==> config.mk <==
export PLATFORM = sky130hd
export DESIGN_NAME = port_pin_edge_interrupts
export DESIGN_NICKNAME = d
export VERILOG_FILES = /design/src/verilog/gpio_irq_pkg.sv /design/src/verilog/port_pin_edge_interrupts.sv
export SDC_FILE = /design/constraint.sdc
export NUM_CORES = 1
export LEC_CHECK = 0
export BUFFER_PORTS_ARGS = -buffer_cell sky130_fd_sc_hd__buf_2
export CORE_ASPECT_RATIO = 1.75
export CORE_MARGIN = 2
export CORE_UTILIZATION = 50
export CTS_CLUSTER_DIAMETER = 80
export DETAILED_ROUTE_END_ITERATION = 10
export GPL_TIMING_DRIVEN = 1
export HOLD_SLACK_MARGIN = 0.08
export PLACE_DENSITY = 0.75
export SYNTH_ARGS = -nofsm -noshare
export SYNTH_HDL_FRONTEND = slang
export SYNTH_SLANG_ARGS = --single-unit
==> constraint.sdc <==
create_clock -name clk -period 2.1 [get_ports clk]
set_clock_uncertainty 0.1 [all_clocks]
set_input_delay 0.42 -clock clk [delete_from_list [all_inputs] [get_ports clk]]
set_output_delay 0.42 -clock clk [all_outputs]
set_load 0.02 [all_outputs]
==> src/verilog/gpio_irq_pkg.sv <==
// Constants, register map and carrier types for the eight-line edge-interrupt port
package gpio_irq_pkg;

	// Port width
	localparam int PORT_BITS = 8;

	// Register byte addresses on the APB slave
	localparam logic [7:0] ADDR_INPUT = 8'h00;
	localparam logic [7:0] ADDR_OUTPUT = 8'h04;
	localparam logic [7:0] ADDR_DIRECTION = 8'h08;
	localparam logic [7:0] ADDR_PULL = 8'h0C;
	localparam logic [7:0] ADDR_SEL_LOW = 8'h10;
	localparam logic [7:0] ADDR_SEL_HIGH = 8'h14;
	localparam logic [7:0] ADDR_EDGE_SELECT = 8'h18;
	localparam logic [7:0] ADDR_IRQ_ENABLE = 8'h1C;
	localparam logic [7:0] ADDR_IRQ_FLAGS = 8'h20;
	localparam logic [7:0] ADDR_IRQ_VECTOR = 8'h24;
	localparam logic [7:0] ADDR_LOCK = 8'h28;

	// Reset values
	localparam logic [7:0] RESET_BYTE = 8'h00;
	localparam logic [15:0] RESET_VECTOR = 16'h0000;
	localparam logic [31:0] RESET_WORD = 32'h0000_0000;
	localparam logic RESET_LOCK = 1'b1;

	// Field positions
	localparam int LOCK_BIT = 0;
	localparam int STRB_LOW = 0;

	// Vector encoding: 0 when idle, 2*(n+1) for pin n
	localparam logic [4:0] VECTOR_NONE = 5'h00;
	localparam logic [4:0] VECTOR_STEP = 5'h02;

	// APB request from the master
	typedef struct packed {
		logic psel;
		logic penable;
		logic pwrite;
		logic [7:0] paddr;
		logic [31:0] pwdata;
		logic [3:0] pstrb;
	} apb_req_type;

	// APB answer to the master
	typedef struct packed {
		logic [31:0] prdata;
		logic pready;
		logic pslverr;
	} apb_rsp_type;

	// Drive of the eight pads
	typedef struct packed {
		logic [7:0] pad_out;
		logic [7:0] pad_oe;
		logic [7:0] pad_ie;
		logic [7:0] pull_en;
		logic [7:0] pull_up;
	} pad_drive_type;

endpackage : gpio_irq_pkg

==> src/verilog/port_pin_edge_interrupts.sv <==
// Eight-line port with edge interrupt flags, priority vector and config lock
module port_pin_edge_interrupts (
	// Clock and resets
	input wire logic clk,
	input wire logic rstn,
	input wire logic soft_reset,
	// APB slave
	input wire gpio_irq_pkg::apb_req_type apb_req,
	output gpio_irq_pkg::apb_rsp_type apb_rsp,
	// Processor side
	input wire logic global_irq_enable,
	output logic port_irq_req,
	// Peripheral functions sharing the pads
	input wire logic [7:0] periph_out,
	// Pads
	input wire logic [7:0] pad_in,
	output gpio_irq_pkg::pad_drive_type pad_drive
);
	import gpio_irq_pkg::*;

	// Whole state of the block
	typedef struct packed {
		logic [7:0] sync1; // First synchroniser stage, read only by sync2
		logic [7:0] sync2; // Synchronised pin level
		logic [7:0] prev; // Previous synchronised sample
		logic [7:0] pin_output_value;
		logic [7:0] pin_direction;
		logic [7:0] pull_resistor_enable;
		logic [7:0] function_select_low;
		logic [7:0] function_select_high;
		logic [7:0] edge_polarity_select;
		logic [7:0] pin_irq_enable;
		logic [7:0] pin_edge_flag;
		logic io_config_lock;
		logic [4:0] vec_cap; // Vector captured in the setup cycle
		apb_rsp_type rsp;
		pad_drive_type drive;
		logic irq;
	} state_type;

	state_type st_q; // Registered state
	state_type st_d; // Next state

	logic [7:0] func_sel; // Pin handed to a peripheral
	logic [7:0] enabled_pending; // Flags whose enable is set
	logic [7:0] edge_set; // Flags set by pin edges
	logic [7:0] pol_set; // Flags set by polarity writes
	logic [7:0] sw_set; // Flags set by software
	logic [7:0] sw_clr; // Flags cleared by software
	logic [7:0] vec_clr; // Flag cleared by a vector access
	logic [4:0] vec_now; // Live vector value
	logic setup_cyc; // APB setup phase
	logic done_cyc; // APB access phase completing
	logic wr_low; // Write request touches the low byte, in any phase
	logic mapped; // Address decodes to a register

	// Priority encoder: lowest set bit wins, vector 2*(n+1)
	function automatic logic [4:0] vector_of(input logic [7:0] pend);
		logic [4:0] v;
		v = VECTOR_NONE;
		for (int i = PORT_BITS - 1; i >= 0; i--) begin
			if (pend[i]) begin
				v = 5'(VECTOR_STEP * 5'(i + 1));
			end
		end
		return v;
	endfunction : vector_of

	// Bit mask of the flag that a vector value names
	function automatic logic [7:0] flag_of(input logic [4:0] v);
		logic [7:0] m;
		m = RESET_BYTE;
		if (v != VECTOR_NONE) begin
			m[3'((v >> 1) - 5'd1)] = 1'b1;
		end
		return m;
	endfunction : flag_of

	// Bus phases; the slave answers in the first cycle of the access phase
	assign setup_cyc = apb_req.psel & ~apb_req.penable;
	assign done_cyc = apb_req.psel & apb_req.penable & st_q.rsp.pready;
	assign wr_low = apb_req.pwrite & apb_req.pstrb[STRB_LOW];

	// Any nonzero select bit takes the pin away from the edge logic
	assign func_sel = st_q.function_select_low | st_q.function_select_high;

	// Only enabled flags steer the vector and the request
	assign enabled_pending = st_q.pin_edge_flag & st_q.pin_irq_enable;
	assign vec_now = vector_of(enabled_pending);

	// Per-pin edge detection; every line of the port has it
	generate
		for (genvar g = 0; g < PORT_BITS; g++) begin : g_edge
			// Compare synchronized sample with previous one
			logic rise;
			logic fall;
			assign rise = st_q.sync2[g] & ~st_q.prev[g];
			assign fall = ~st_q.sync2[g] & st_q.prev[g];
			// Edges are ignored while locked (input buffers off) or function-selected
			assign edge_set[g] = ~st_q.io_config_lock & ~func_sel[g] &
				(st_q.edge_polarity_select[g] ? fall : rise);
		end
	endgenerate

	// Address decode
	always_comb begin
		unique case (apb_req.paddr)
			ADDR_INPUT, ADDR_OUTPUT, ADDR_DIRECTION, ADDR_PULL, ADDR_SEL_LOW,
			ADDR_SEL_HIGH, ADDR_EDGE_SELECT, ADDR_IRQ_ENABLE, ADDR_IRQ_FLAGS,
			ADDR_IRQ_VECTOR, ADDR_LOCK: mapped = 1'b1;
			default: mapped = 1'b0;
		endcase
	end

	// Flag set and clear terms from software
	always_comb begin
		sw_set = RESET_BYTE;
		sw_clr = RESET_BYTE;
		vec_clr = RESET_BYTE;
		pol_set = RESET_BYTE;
		if (done_cyc && wr_low && apb_req.paddr == ADDR_IRQ_FLAGS) begin
			// Writing ones sets flags like an edge would
			sw_set = apb_req.pwdata[7:0];
			// Zeros clear, refused while locked
			if (!st_q.io_config_lock) begin
				sw_clr = ~apb_req.pwdata[7:0];
			end
		end
		if (done_cyc && wr_low && apb_req.paddr == ADDR_EDGE_SELECT) begin
			// 0->1 with input low, or 1->0 with input high, sets the flag
			pol_set = ~func_sel & ~st_q.io_config_lock &
				(apb_req.pwdata[7:0] ^ st_q.edge_polarity_select) &
				~(apb_req.pwdata[7:0] ^ ~st_q.sync2);
		end
		// A read, or a write that touches the low byte, clears the served flag
		if (done_cyc && apb_req.paddr == ADDR_IRQ_VECTOR &&
			(!apb_req.pwrite || wr_low) && !st_q.io_config_lock) begin
			vec_clr = flag_of(st_q.vec_cap);
		end
	end

	// Next-state logic
	always_comb begin
		st_d = st_q;
		// Two-stage synchroniser, then one-sample history
		st_d.sync1 = pad_in;
		st_d.sync2 = st_q.sync1;
		st_d.prev = st_q.sync2;
		// Set wins over clear in the same cycle
		st_d.pin_edge_flag = (st_q.pin_edge_flag & ~(sw_clr | vec_clr)) |
			edge_set | pol_set | sw_set;
		// Register writes take effect only at the completing edge
		if (done_cyc && wr_low) begin
			unique case (apb_req.paddr)
				// Pad level changes loop back through the edge detector
				ADDR_OUTPUT: st_d.pin_output_value = apb_req.pwdata[7:0];
				ADDR_DIRECTION: st_d.pin_direction = apb_req.pwdata[7:0];
				ADDR_PULL: st_d.pull_resistor_enable = apb_req.pwdata[7:0];
				ADDR_SEL_LOW: st_d.function_select_low = apb_req.pwdata[7:0];
				ADDR_SEL_HIGH: st_d.function_select_high = apb_req.pwdata[7:0];
				ADDR_EDGE_SELECT: st_d.edge_polarity_select = apb_req.pwdata[7:0];
				ADDR_IRQ_ENABLE: st_d.pin_irq_enable = apb_req.pwdata[7:0];
				// Lock only clears from software; brownout sets it
				ADDR_LOCK: st_d.io_config_lock = st_q.io_config_lock &
					apb_req.pwdata[LOCK_BIT];
				default: st_d.io_config_lock = st_q.io_config_lock;
			endcase
		end
		// Answer one cycle after setup; data captured at setup
		st_d.rsp.pready = setup_cyc;
		if (setup_cyc) begin
			st_d.vec_cap = vec_now;
			st_d.rsp.pslverr = ~mapped;
			unique case (apb_req.paddr)
				ADDR_INPUT: st_d.rsp.prdata = {24'h00_0000, st_q.sync2};
				ADDR_OUTPUT: st_d.rsp.prdata = {24'h00_0000, st_q.pin_output_value};
				ADDR_DIRECTION: st_d.rsp.prdata = {24'h00_0000, st_q.pin_direction};
				ADDR_PULL: st_d.rsp.prdata = {24'h00_0000, st_q.pull_resistor_enable};
				ADDR_SEL_LOW: st_d.rsp.prdata = {24'h00_0000, st_q.function_select_low};
				ADDR_SEL_HIGH: st_d.rsp.prdata = {24'h00_0000, st_q.function_select_high};
				ADDR_EDGE_SELECT: st_d.rsp.prdata = {24'h00_0000, st_q.edge_polarity_select};
				ADDR_IRQ_ENABLE: st_d.rsp.prdata = {24'h00_0000, st_q.pin_irq_enable};
				ADDR_IRQ_FLAGS: st_d.rsp.prdata = {24'h00_0000, st_q.pin_edge_flag};
				// Upper byte of the vector always reads zero
				ADDR_IRQ_VECTOR: st_d.rsp.prdata = {27'h000_0000, vec_now};
				ADDR_LOCK: st_d.rsp.prdata = {31'h0000_0000, st_q.io_config_lock};
				default: st_d.rsp.prdata = RESET_WORD;
			endcase
		end
		// Soft reset: inputs, functions off; lock and polarity untouched
		if (soft_reset) begin
			st_d.pin_direction = RESET_BYTE;
			st_d.pull_resistor_enable = RESET_BYTE;
			st_d.function_select_low = RESET_BYTE;
			st_d.function_select_high = RESET_BYTE;
			st_d.pin_irq_enable = RESET_BYTE;
			st_d.pin_edge_flag = RESET_BYTE;
		end
		// Pads stay released while the lock is set
		if (st_d.io_config_lock) begin
			st_d.drive.pad_oe = RESET_BYTE;
			st_d.drive.pad_ie = RESET_BYTE;
			st_d.drive.pull_en = RESET_BYTE;
			st_d.drive.pull_up = RESET_BYTE;
			st_d.drive.pad_out = RESET_BYTE;
		end else begin
			st_d.drive.pad_oe = st_d.pin_direction;
			st_d.drive.pad_ie = ~st_d.pin_direction;
			st_d.drive.pull_en = st_d.pull_resistor_enable & ~st_d.pin_direction;
			st_d.drive.pull_up = st_d.pin_output_value;
			// Per pin: a selected pin carries its peripheral's data, others the output register
			for (int i = 0; i < PORT_BITS; i++) begin
				st_d.drive.pad_out[i] = (st_d.function_select_low[i] |
					st_d.function_select_high[i]) ? periph_out[i] : st_d.pin_output_value[i];
			end
		end
		// Level request: any enabled flag still pending fires again after return
		st_d.irq = global_irq_enable & (|enabled_pending);
	end

	// State register; brownout lands pins high-Z with lock set
	always_ff @(posedge clk or negedge rstn) begin
		if (!rstn) begin
			st_q <= '0;
			st_q.io_config_lock <= RESET_LOCK;
		end else begin
			st_q <= st_d;
		end
	end

	// Outputs straight from flip-flops
	assign apb_rsp = st_q.rsp;
	assign pad_drive = st_q.drive;
	assign port_irq_req = st_q.irq;

	// Helper: access to the vector completing this cycle
	logic vec_access;
	assign vec_access = done_cyc && apb_req.paddr == ADDR_IRQ_VECTOR &&
		(!apb_req.pwrite || wr_low);

	// Helpers for the checks below, written from the rules rather than the flag logic
	logic [7:0] sel_idle; // Selected pins whose flag is still clear
	logic [7:0] pol_rise_expect; // Flags a 0-to-1 polarity write with the pin low must set
	assign sel_idle = func_sel & ~st_q.pin_edge_flag;
	assign pol_rise_expect = apb_req.pwdata[7:0] & ~st_q.edge_polarity_select & ~st_q.sync2 &
		~func_sel;

	// Checked on every pin, so any selected line exercises it, not just line 0
	property p_sel_blocks_edge;
		@(posedge clk) disable iff (!rstn)
		(!(done_cyc && apb_req.pwrite) && !soft_reset) |=>
			((st_q.pin_edge_flag & $past(sel_idle)) == RESET_BYTE);
	endproperty
	a_sel_blocks_edge: assert property (p_sel_blocks_edge)
		else $error("selected pin raised an edge flag");

	property p_vector_idle;
		@(posedge clk) disable iff (!rstn)
		(vec_now == VECTOR_NONE) == (enabled_pending == RESET_BYTE);
	endproperty
	a_vector_idle: assert property (p_vector_idle)
		else $error("vector idle value mismatch");

	property p_vector_top;
		@(posedge clk) disable iff (!rstn)
		enabled_pending[0] |-> vec_now == VECTOR_STEP;
	endproperty
	a_vector_top: assert property (p_vector_top)
		else $error("bit 0 did not win the vector");

	property p_irq_follow;
		@(posedge clk) disable iff (!rstn)
		(global_irq_enable && enabled_pending != RESET_BYTE) |=> port_irq_req;
	endproperty
	a_irq_follow: assert property (p_irq_follow)
		else $error("request missing for enabled flag");

	property p_rise_sets;
		@(posedge clk) disable iff (!rstn)
		(!st_q.io_config_lock && !func_sel[0] && !st_q.edge_polarity_select[0]
			&& st_q.sync2[0] && !st_q.prev[0] && !soft_reset) |=> st_q.pin_edge_flag[0];
	endproperty
	a_rise_sets: assert property (p_rise_sets)
		else $error("rising edge did not set flag");

	property p_lock_keeps_flags;
		@(posedge clk) disable iff (!rstn)
		(st_q.io_config_lock && !soft_reset) |=>
			((st_q.pin_edge_flag & $past(st_q.pin_edge_flag)) == $past(st_q.pin_edge_flag));
	endproperty
	a_lock_keeps_flags: assert property (p_lock_keeps_flags)
		else $error("flag cleared while locked");

	property p_lock_pads;
		@(posedge clk) disable iff (!rstn)
		st_q.io_config_lock |-> (pad_drive.pad_oe == RESET_BYTE && pad_drive.pad_ie == RESET_BYTE);
	endproperty
	a_lock_pads: assert property (p_lock_pads)
		else $error("pads driven while locked");

	property p_soft_reset;
		@(posedge clk) disable iff (!rstn)
		soft_reset |=> (st_q.pin_direction == RESET_BYTE && func_sel == RESET_BYTE);
	endproperty
	a_soft_reset: assert property (p_soft_reset)
		else $error("soft reset left outputs or functions");

	property p_vec_clear;
		@(posedge clk) disable iff (!rstn)
		(vec_access && !st_q.io_config_lock && st_q.vec_cap == VECTOR_STEP
			&& !edge_set[0] && !pol_set[0] && !sw_set[0]) |=> !st_q.pin_edge_flag[0];
	endproperty
	a_vec_clear: assert property (p_vec_clear)
		else $error("vector access did not clear top flag");

	// Upper-byte-only write is no low-byte access, so no flag may drop
	property p_vec_byte_keep;
		@(posedge clk) disable iff (!rstn)
		(done_cyc && apb_req.paddr == ADDR_IRQ_VECTOR && apb_req.pwrite
			&& !apb_req.pstrb[STRB_LOW] && !soft_reset) |=>
			((st_q.pin_edge_flag & $past(st_q.pin_edge_flag)) == $past(st_q.pin_edge_flag));
	endproperty
	a_vec_byte_keep: assert property (p_vec_byte_keep)
		else $error("upper byte vector write cleared a flag");

	// Polarity 0 to 1 while the pin reads low must leave the flag set
	property p_pol_sets;
		@(posedge clk) disable iff (!rstn)
		(done_cyc && wr_low && apb_req.paddr == ADDR_EDGE_SELECT && !st_q.io_config_lock
			&& !soft_reset) |=> (($past(pol_rise_expect) & ~st_q.pin_edge_flag) == RESET_BYTE);
	endproperty
	a_pol_sets: assert property (p_pol_sets)
		else $error("polarity write did not set flag");

	// Only a brownout arms the lock again; software can never re-arm it
	property p_lock_sticky;
		@(posedge clk) disable iff (!rstn)
		!st_q.io_config_lock |=> !st_q.io_config_lock;
	endproperty
	a_lock_sticky: assert property (p_lock_sticky)
		else $error("lock set again without brownout");

	// Global enable low silences the request one cycle later
	property p_irq_gated;
		@(posedge clk) disable iff (!rstn)
		!global_irq_enable |=> !port_irq_req;
	endproperty
	a_irq_gated: assert property (p_irq_gated)
		else $error("request without global enable");

	c_vec_access: cover property (@(posedge clk) disable iff (!rstn)
		vec_access && st_q.vec_cap != VECTOR_NONE);
	c_unlock: cover property (@(posedge clk) disable iff (!rstn)
		$fell(st_q.io_config_lock));
	c_retrigger: cover property (@(posedge clk) disable iff (!rstn)
		vec_access ##1 port_irq_req);
	c_byte_vector: cover property (@(posedge clk) disable iff (!rstn)
		done_cyc && apb_req.paddr == ADDR_IRQ_VECTOR && !apb_req.pstrb[STRB_LOW]);

endmodule : port_pin_edge_interrupts
* Word-level counts from Yosys, hierarchy flattened
Cells that the tools add are included.
** Storage, ports and cells
- Bits in registers :: 169
- Output and inout port bits :: 75
- Logic and storage cells :: 193
- Bits of input ports :: 67
** Operators by class
- Add/sub/neg operators :: 1
- Bitwise logic cells :: 93
- Equal/unequal tests :: 10
- Reduce and logical (&&, ||, !) cells :: 18
- Multiplexer cells :: 47
- Magnitude comparators :: 2
** Operators with widths (count)
- $mux W8 :: 13
- $pmux W8 S11 :: 1
- $mux W56 :: 1
- $and A8 B8 Y8 :: 6
- $not A8 Y8 :: 6
- $mux W40 :: 1
- $mux W5 :: 8
- $or A8 B8 Y8 :: 5
- $and A1 B1 Y1 :: 38
- $eq A8 B5 Y1 const B :: 4
- $mux W32 :: 1
- $not A1 Y1 :: 27
- $eq A8 B6 Y1 const B :: 3
- $mux W1 :: 20
- $eq A8 B4 Y1 const B :: 2
- $mux W16 :: 1
- $xor A8 B8 Y8 :: 2
- $reduce_or A11 Y1 :: 1
- $eq A8 B3 Y1 const B :: 1
- $logic_not A8 Y1 :: 1
- $not A1 Y8 :: 1
- $or A1 B1 Y1 :: 8
- $reduce_or A8 Y1 :: 1
- $logic_and A1 B1 Y1 :: 7
- other kinds (9) :: 12

* Logic depth before layout (Yosys ltp)
Gate-level depths: netlist (run 1).
- Word-level depth :: 14
- Gate-level depth with buffers :: 8
- Mapped depth without buffers :: 7

* Worst setup path before layout (run 1)
No wires, ideal clock.
- Path kind :: input to register
- From :: input port apb_req[40] (netlist bit)
- To :: register st_q, in the netlist pad_drive[10]
- Arrival :: 2.343 ns
- Path slack :: -0.444 ns
- Cell stages on the path :: 7
- Library setup time :: 0.101 ns
- Path buffers :: 2
- Data required time :: 1.899 ns
- Cell sequence :: buf_2 -> or4_1 -> buf_2 -> nor4_4 -> mux2i_1 -> nor2_2 -> nor4_1
** RTL lines
- from (decl) :: RTL line port_pin_edge_interrupts.sv:8 : input wire gpio_irq_pkg::apb_req_type apb_req,
- to (signal assigned) :: RTL line port_pin_edge_interrupts.sv:227 : st_q <= st_d;
- to (decl) :: RTL line port_pin_edge_interrupts.sv:41 : state_type st_q;

==> results of run 1 <==
## tightest hold or removal path: stages
cell     delay (ns)
buf_2          0.10
nand2_1        0.04
mux2i_1        0.05
## cells in the mapped netlist, types with 16 or more instances
cell type / number
mux2_2: 22
inv_1: 19
a21oi_1: 51
mux2i_1: 28
nand2_1: 102
dfrtp_1: 143
buf_4: 74
a22oi_1: 16
nor2_1: 38
o21ai_0: 16
clkbuf_1: 28
## power by group
part / internal, mW / leakage (nW) / switching [mW] / total (mW)
logic: 0.179 / 2.09 / 0.318 / 0.497
registers: 2.81 / 1.90 / 0.0437 / 2.86
clock network: 1.74 / 0.287 / 1.35 / 3.09
total: 4.73 / 4.27 / 1.71 / 6.44
## what timing repair did
action                                 CTS  global route
gates resized for setup                  3            16
hold buffers                             9             0
setup endpoints to repair               13            17
pin swaps                                1            10
endpoints found under the hold margin   41             0
buffers inserted                         1             2
## registers in the layout, indices dropped and copies added (netlist names)
register,count
pad_drive,40
port_irq_req,1
apb_rsp,10
st_d,16
st_q,77
## per-layer routing
| layer | global-route usage [%] | vias to the layer above | wire length (um) |
|---|---|---|---|
| met5 | 0 | - | 0 |
| met4 | 23.1 | 0 | 1900 |
| met3 | 5.09 | 96 | 1370 |
| met2 | 54.5 | 315 | 12400 |
| met1 | 37.1 | 3108 | 8740 |
| li1 | - | 2769 | - |
## cell type report
type                       count  area, um2
inverter                      20       75.1
sequential                   144       3600
clock buffer                  19        453
clock inverter                13        140
multi-input combinational    473       3160
tap                          180        225
timing repair buffer         209       1530
fill                        1171       5180
## how the worst max path moves through the flow
stage	slack (ns)	end	cells after the start
final	0.04	st_q[84]	7
after global routing	-0.04	st_q[82]	7
after CTS	0.005	st_q[84]	7
after detailed placement	-0.52	st_q[84]	6
after global placement	-0.51	st_q[82]	7
after floorplan	-0.31	pad_drive[12]	7
## cell families (layout without fill, tap and decap cells)
family / after synthesis / count (layout) / synth area share, %
compound gates: 148 / 148 / 13.5
xor+xnor: 1 / 1 / 0.119
fa+ha+maj: 1 / 1 / 0.170
buf+inv: 132 / 261 / 10.7
flops: 144 / 144 / 49.1
mux: 55 / 55 / 8.73
other cells: 1 / 24 / 0.0511
simple gates: 244 / 244 / 17.6
## stage by stage
| step | instances | worst slack [ns] | power (mW) | hold slack [ns] | setup TNS, ns |
|---|---|---|---|---|---|
| 6_report | 1058 | 0.0377 | 6.44 | 0.135 | 0 |
| 5_1_grt | 1058 | -0.0359 | 6.64 | 0.128 | -0.132 |
| 4_1_cts | 1056 | 0.00489 | 6.46 | 0.128 | 0 |
| 3_5_place_dp | 1014 | -0.523 | 3.38 | 0.240 | -35.74 |
| 3_3_place_gp | 1014 | -0.506 | 3.37 | 0.232 | -32.19 |
| 2_1_floorplan | 749 | -0.307 | 3.14 | 0.0244 | -13.37 |
==> out/qor.yml, run 1 <==
run_status:
  status: "completed"
route:
  drt_iter0_drc: 453
  drtAntennaViolNets: 0
  vias_per_cell: 5.94
  drc: 0
  dr.pass1.iters: 5
  vias: 6288
  wl_per_cell_um: 23.0
  drt_wl_total_um: 24400
synth:
  yosysTopAreaCellShare_pct: 48.8
  ys_warn_count: 0
  synth_ff_type: "dfrtp_1"
  ys_ff_latch: 144
  synth_seq_area_share_pct: 49.1
  yosys-top-cells-area: "dfrtp_1, buf_4, nand2_1"
  syn_inst: 726
  synth_area_per_cell_um2: 10.1
  synth_cell_types: 69
  synth-edff-count: 0
  synth_largest_area_cell: "dfrtp_1"
  synth_area_mm2: 0.00734
  async_reset_ff_share_pct: 100
final_layout:
  drive_above_1_share_pct: 34.9
  layout.cells.most_common: "dfrtp_1"
  fin_util_pct: 63.9
  nets: 933
  layout_common_cells: "dfrtp_1, nand2_1, buf_4"
  synthToLayoutAreaGrowth_pct: 25.1
  diodes: 0
  design_area_mm2: 0.00918
cts:
  cts_buffers: 17
  ctsHtreeMaxLevel: 4
  cts.sinks: 144
  clk_pin_slew_ns: 0.07
  cts_buffer_depth: 2
  tritoncts: "yes"
  clock-root-buffer: "clkbuf_16"
  clock_latency_ns: 0.42
worst_setup_path:
  crit_start: "apb_req[43]"
  worst_r2r_endpoint: "pad_drive[39]"
  cp.arrival_ns: 2.30
  cp-start-kind: "input pin"
  crit_family: "simple AND/OR/NAND/NOR gates"
  cp_slowest_stage_delay_ns: 0.58
  worstSetupPathType: "in2reg"
  r2r-start: "apb_rsp[1]"
  critPathMaxFanout: 5
  cp.required_ns: 2.33
  endpoint_kind: "register"
  timing.reg2reg.setup_slack_ns: 0.05
  crit_chain: "buf_2 > or4b_4 > nor4_4 > buf_4 > a311oi_1 > or4_1 > a31oi_1"
  path_buf_inv: 2
  r2r.worst_path.cells: 6
  crit_slowest_cell: "or4b_4"
grt:
  grt_pass1_wl_um: 36900
  track_usage_pct: 32.6
  grt_remaining_overflow: 0
  grt_pass1_vias: 6458
  grt_max_degree: 42
  antenna_found_initial: 0
power_and_ir_drop:
  peakVddDrop_uv: 657
  p_leak_nw: 4.27
  power_density_mw_per_mm2: 702
die:
  die_area_mm2: 0.0157
  io_pins: 142
  core_area_mm2: 0.0144
  rows: 58
  die_w_um: 95.6
  die_h_um: 164
  start_util_pct: 51.1
timing:
  setup_viol: 0
  slew_violations: 0
  worstMarginPinSlew_ns: 0.780
  rsz0062_at_grt: "true"
  relSlewSlack_pct: 48.0
  finalHoldViolations: 0
  min_period_over_period_pct: 98.2
  fin_crit_ns: 2.06
  fmax_ghz: 0.485
hold_path:
  min_from: "periph_out[3]"
  hold_depth: 3
  hold_path.class: "in2reg"
  whs_endpoint: "pad_drive[35]"
placement:
  io_buffers: 90
  gp_congestion: 1.04
  hpwl_um: 17800
  place_area_mm2: 0.00840
run:
  maxCapViolCount: 0
No activity file was read; power rests on OpenSTA's default activity.
==> run 2: changes to the inputs <==
--- a/config.mk
+++ b/config.mk
@@ -14,6 +14,7 @@
 export GPL_TIMING_DRIVEN = 1
 export HOLD_SLACK_MARGIN = 0.08
 export PLACE_DENSITY = 0.75
+export RECOVER_POWER = 100
 export SYNTH_ARGS = -nofsm -noshare
 export SYNTH_HDL_FRONTEND = slang
 export SYNTH_SLANG_ARGS = --single-unit
==> run 2 against run 1 <==
First-iteration DRC count is 18% lower. Global-route usage stayed put. Via count is 0.27% higher. Largest power group unchanged. Wire length hardly changed.
==> out/qor.yml, run 2 (synthesis gave the netlist of run 1 again) <==
run_status:
  status: "completed"
cts:
  cts_buffer_depth: 2
  clock-root-buffer: "clkbuf_16"
  clk_pin_slew_ns: 0.07
  cts_buffers: 17
  ctsHtreeMaxLevel: 4
  clock_latency_ns: 0.42
  tritoncts: "yes"
  cts.sinks: 144
final_layout:
  largest_register_ffs: 77
  regMostFlops: "st_q"
  drive_above_1_share_pct: 28.5
  layout_common_cells: "dfrtp_1, nand2_1, buf_4"
  layout.cells.most_common: "dfrtp_1"
  nets: 933
  synthToLayoutAreaGrowth_pct: 23.7
  design_area_mm2: 0.00908
  stdcell_count: 1058
  diodes: 0
route:
  drc: 0
  drtAntennaViolNets: 0
  vias_per_cell: 5.96
  met3_length_um: 1230
  drt_iter0_drc: 370
  wl_per_cell_um: 23.0
  wl_met2_um: 12500
  top_layer_used: "met4"
  dr.pass1.iters: 5
  wl_met1_um: 8830
  drt_wl_total_um: 24400
  vias: 6305
worst_setup_path:
  crit_family: "compound AO/OA/AOI/OAI gates"
  cp_num_cells: 6
  cp-start-kind: "register"
  cp.required_ns: 2.29
  crit_slowest_cell: "a21oi_1"
  path_common_cell: "a21oi_1"
  r2r-start: "apb_rsp[1]"
  timing.reg2reg.setup_slack_ns: 0.04
  cp_slowest_stage_delay_ns: 0.63
  r2r.worst_path.cells: 6
  path_buf_inv: 1
  worst_r2r_endpoint: "pad_drive[39]"
  endpoint_kind: "register"
  crit_start: "apb_rsp[1]"
  worstSetupPathType: "reg2reg"
  cp-endpoint: "pad_drive[39]"
  critPathMaxFanout: 8
  crit_chain: "nand3_1 > buf_12 > nor3_1 > a21oi_1 > a21oi_1 > mux2i_1"
  cp.arrival_ns: 2.25
timing:
  slew_violations: 0
  setup_viol: 0
  holdWs_ns: 0.136
  fmax_ghz: 0.485
  worstMarginPinSlew_ns: 0.894
  finalHoldViolations: 0
  min_period_over_period_pct: 98.2
  relSlewSlack_pct: 40.4
  fin_crit_ns: 2.06
  rsz0062_at_grt: "true"
power_and_ir_drop:
  p_switching_mw: 1.70
  p_seq_share_pct: 44.5
  power_density_mw_per_mm2: 707
  p_int_mw: 4.72
  p_comb_share_pct: 7.6
  p_clk_share_pct: 47.9
  peakVddDrop_uv: 657
  power.share.switching_pct: 26.4
  p_leak_nw: 4.06
placement:
  place_area_mm2: 0.00840
  hpwl_um: 17800
  gp_congestion: 1.04
  io_buffers: 90
  place_inst: 1014
grt:
  antenna_found_initial: 0
  track_usage_pct: 32.6
  grt_remaining_overflow: 0
  grt_pass1_vias: 6458
  grt_max_degree: 42
  grt_pass1_wl_um: 36900
die:
  io_pins: 142
  start_util_pct: 51.1
  die_area_mm2: 0.0157
  die_h_um: 164
  die_w_um: 95.6
  rows: 58
  core_area_mm2: 0.0144
run:
  maxCapViolCount: 0
hold_path:
  hold_path.class: "in2reg"
-- run 2: changes by cell type in the layout (fill, tap and decap cells not counted), moves of 2 or more --
| cell | previous run | this run |
|---|---|---|
| buf_12 | 12 | 10 |
| buf_2 | 89 | 38 |
| buf_4 | 96 | 93 |
| clkbuf_1 | 0 | 53 |
| clkbuf_4 | 0 | 3 |
-- run 2: metrics by stage --
stage	setup slack [ns]	setup TNS (ns)	power [mW]	utilization, %
floorplan	-0.307	-13.37	3.14	-
global route	-0.0359	-0.684	6.63	63.2
finish	0.0384	0	6.42	63.2
global placement	-0.506	-32.19	3.37	58.4
CTS	0.00489	0	6.46	63.3
detailed placement	-0.523	-35.74	3.38	58.4
-- run 2: area by class of cell --
cell class	count	area [um2]
fillers	1212	5290
flip-flops and latches	144	3600
multi-input cells	473	3160
repair buffers	209	1430
clock buffers	19	453
well taps	180	225
clock inverters	13	140
inverters	20	75.1
-- run 2: worst min path at each step --
stage / startpoint / cells past startpoint / slack (ns) / to
floorplan: rstn / 0 / 0.02 / apb_rsp[0]
CTS: periph_out[3] / 3 / 0.13 / pad_drive[35]
global placement: st_d[154] / 0 / 0.23 / st_d[146]
finish: periph_out[3] / 3 / 0.14 / pad_drive[35]
detailed placement: st_d[154] / 0 / 0.24 / st_d[146]
global route: periph_out[3] / 3 / 0.13 / pad_drive[35]
-- run 2: repair_timing --
item,4_1_cts,5_1_grt
setup buffers,1,2
gates resized for setup,3,16
setup endpoints to repair,13,17
hold buffers,9,0
gates cloned,0,0
pin swaps,1,10
endpoints found under the hold margin,41,0
-- run 2: layer usage --
layer	up-vias	global-route usage (%)
li1	2773	-
met1	3103	37.1
met2	327	54.5
met3	102	5.09
met4	0	23.1
met5	-	0
-- run 2: power groups by stage --
stage                     Combinational [mW]  Sequential (mW)  Clock (mW)
after detailed placement               0.473             2.91           0
after global routing                   0.525             2.86        3.25
after floorplan                        0.254             2.89           0
after global placement                 0.463             2.91           0
after CTS                              0.489             2.86        3.12
final                                  0.486             2.86        3.08
-- run 2: worst register-to-register path: stages (launching register included) --
cell and delay, ns:
dfrtp_1 0.41, nand3_1 0.15, buf_12 0.16, nor3_1 0.08, a21oi_1 0.63, a21oi_1 0.24, mux2i_1 0.16
==> run 3: changes to the inputs <==
--- a/config.mk
+++ b/config.mk
@@ -8,13 +8,14 @@
 export BUFFER_PORTS_ARGS = -buffer_cell sky130_fd_sc_hd__buf_2
 export CORE_ASPECT_RATIO = 1.75
 export CORE_MARGIN = 2
-export CORE_UTILIZATION = 50
+export CORE_UTILIZATION = 56
 export CTS_CLUSTER_DIAMETER = 80
 export DETAILED_ROUTE_END_ITERATION = 10
 export GPL_TIMING_DRIVEN = 1
 export HOLD_SLACK_MARGIN = 0.08
-export PLACE_DENSITY = 0.75
+export PLACE_DENSITY = 0.8
 export RECOVER_POWER = 100
+export SKIP_CTS_REPAIR_TIMING = 1
 export SYNTH_ARGS = -nofsm -noshare
 export SYNTH_HDL_FRONTEND = slang
 export SYNTH_SLANG_ARGS = --single-unit
==> constraint.sdc (replaced) <==
create_clock -name clk -period 2.3 [get_ports clk]
set_clock_uncertainty 0.1 [all_clocks]
set_input_delay 0.46 -clock clk [delete_from_list [all_inputs] [get_ports clk]]
set_output_delay 0.46 -clock clk [all_outputs]
set_load 0.02 [all_outputs]
==> run 3 against run 2 <==
Hold slack better by 0.044 ns. Wire length down 5.4%. Die area down 10%. Sequential power down 8.7%. Non-clock buffer count down 19. Flip-flop and latch count unchanged. Sequential share of layout area up 1.7 points. Critical endpoint is now st_q[86]. Largest cell class unchanged.
==> out/qor.yml, run 3 (synthesis gave the netlist of run 1 again) <==
run_status:
  status: "completed"
worst_setup_path:
  path_common_cell: "clkbuf_1"
  critPathMaxFanout: 6
  crit_chain: "clkbuf_1 > buf_4 > or4b_2 > clkbuf_1 > nor2_1 > nand2_1 > nor4_1 > o21ai_0"
  crit_family: "simple AND/OR/NAND/NOR gates"
  cp.arrival_ns: 2.41
  cp_slowest_stage_delay_ns: 0.66
  endpoint_kind: "register"
  r2r-start: "apb_rsp[1]"
  worstSetupPathType: "in2reg"
  crit_slowest_cell: "or4b_2"
  cp-start-kind: "input pin"
  cp.required_ns: 2.47
  path_buf_inv: 3
  crit_start: "apb_req[38]"
hold_path:
  min_from: "periph_out[3]"
  hold_path.class: "in2reg"
die:
  die_area_mm2: 0.0141
  core_area_mm2: 0.0129
  die_h_um: 155
  die_w_um: 90.5
  rows: 55
  io_pins: 142
  start_util_pct: 57.0
final_layout:
  diodes: 0
  layout_common_cells: "dfrtp_1, nand2_1, clkbuf_1"
  regMostFlops: "st_q"
  largest_register_ffs: 77
  drive_above_1_share_pct: 23.1
  nets: 914
  layout.cells.most_common: "dfrtp_1"
  synthToLayoutAreaGrowth_pct: 18.5
cts:
  cts_buffers: 17
  tritoncts: "yes"
  clk_pin_slew_ns: 0.07
  cts_buffer_depth: 2
  cts.sinks: 144
  clock-root-buffer: "clkbuf_16"
  clock_latency_ns: 0.41
  ctsHtreeMaxLevel: 4
placement:
  io_buffers: 90
  hpwl_um: 17000
  gp_congestion: 1.02
grt:
  grt_max_degree: 68
  grt_remaining_overflow: 0
  track_usage_pct: 33.9
  grt_pass1_vias: 6261
  antenna_found_initial: 0
  grt_pass1_wl_um: 35900
route:
  wl_per_cell_um: 22.4
  vias_per_cell: 5.98
  dr.pass1.iters: 5
  drt_iter0_drc: 450
  drt_wl_total_um: 23100
  drc: 0
  vias: 6149
  drtAntennaViolNets: 0
power_and_ir_drop:
  peakVddDrop_uv: 795
  power_density_mw_per_mm2: 676
  power_mw: 5.88
  p_leak_nw: 3.86
timing:
  slew_violations: 0
  fin_crit_ns: 2.24
  setup_viol: 0
  fmax_ghz: 0.447
  timing.setup.tns_ns: 0
  min_period_over_period_pct: 97.2
  finalHoldViolations: 0
  relSlewSlack_pct: 42.0
  worstMarginPinSlew_ns: 0.869
  rsz0062_at_grt: "false"
  holdWs_ns: 0.180
run:
  maxCapViolCount: 0
[run 3: path summary, 6_finish.rpt]
path / to / slack (ns) / depth (start not counted)
min in group asynchronous: st_d[147] / 0.48 / 2
hold reg to reg: st_d[151] / 0.25 / 0
setup reg to reg: st_q[86] / 0.20 / 7
max in group asynchronous: st_q[95] / 0.43 / 3
setup / recovery: st_q[86] / 0.06 / 8
hold / removal: pad_drive[35] / 0.18 / 3
[run 3: metrics by stage]
stage	std cells	instance area (um2)	worst slack, ns	util (%)
after CTS	1020	8800	0.0426	68.4
after global routing	1029	8700	0.00996	67.6
after floorplan	749	7530	-0.147	-
after detailed placement	989	8190	-0.311	63.6
after global placement	989	8190	-0.308	63.6
final	1029	8700	0.0649	67.6
[run 3: worst register-to-register path: cells and delay by family, from the launching register on]
kind	cells	cell delay, ns
simple gates	3	0.84
buf+inv	2	0.53
compound gates	2	0.20
flops	1	0.36
[run 3: power by group]
group | leakage, nW | internal (mW) | switching (mW)
Sequential | 1.90 | 2.57 | 0.0410
Combinational | 1.67 | 0.130 | 0.269
Clock | 0.299 | 1.73 | 1.14
[run 3: final cells by class]
class	instances	area, um2
clock inverters	13	183
flip-flops and latches	144	3600
inverters	20	75.1
well taps	171	214
clock buffers	18	429
fillers	1089	4170
repair buffers	190	1160
multi-input cells	473	3030
[run 3: routing by layer]
| metal | GRT usage, % | part of all wire [%] | vias up |
|---|---|---|---|
| li1 | - | - | 2733 |
| met1 | 38.4 | 37 | 3031 |
| met2 | 59.4 | 52 | 299 |
| met3 | 5.28 | 4.7 | 86 |
| met4 | 21.2 | 6.5 | 0 |
| met5 | 0 | 0 | - |
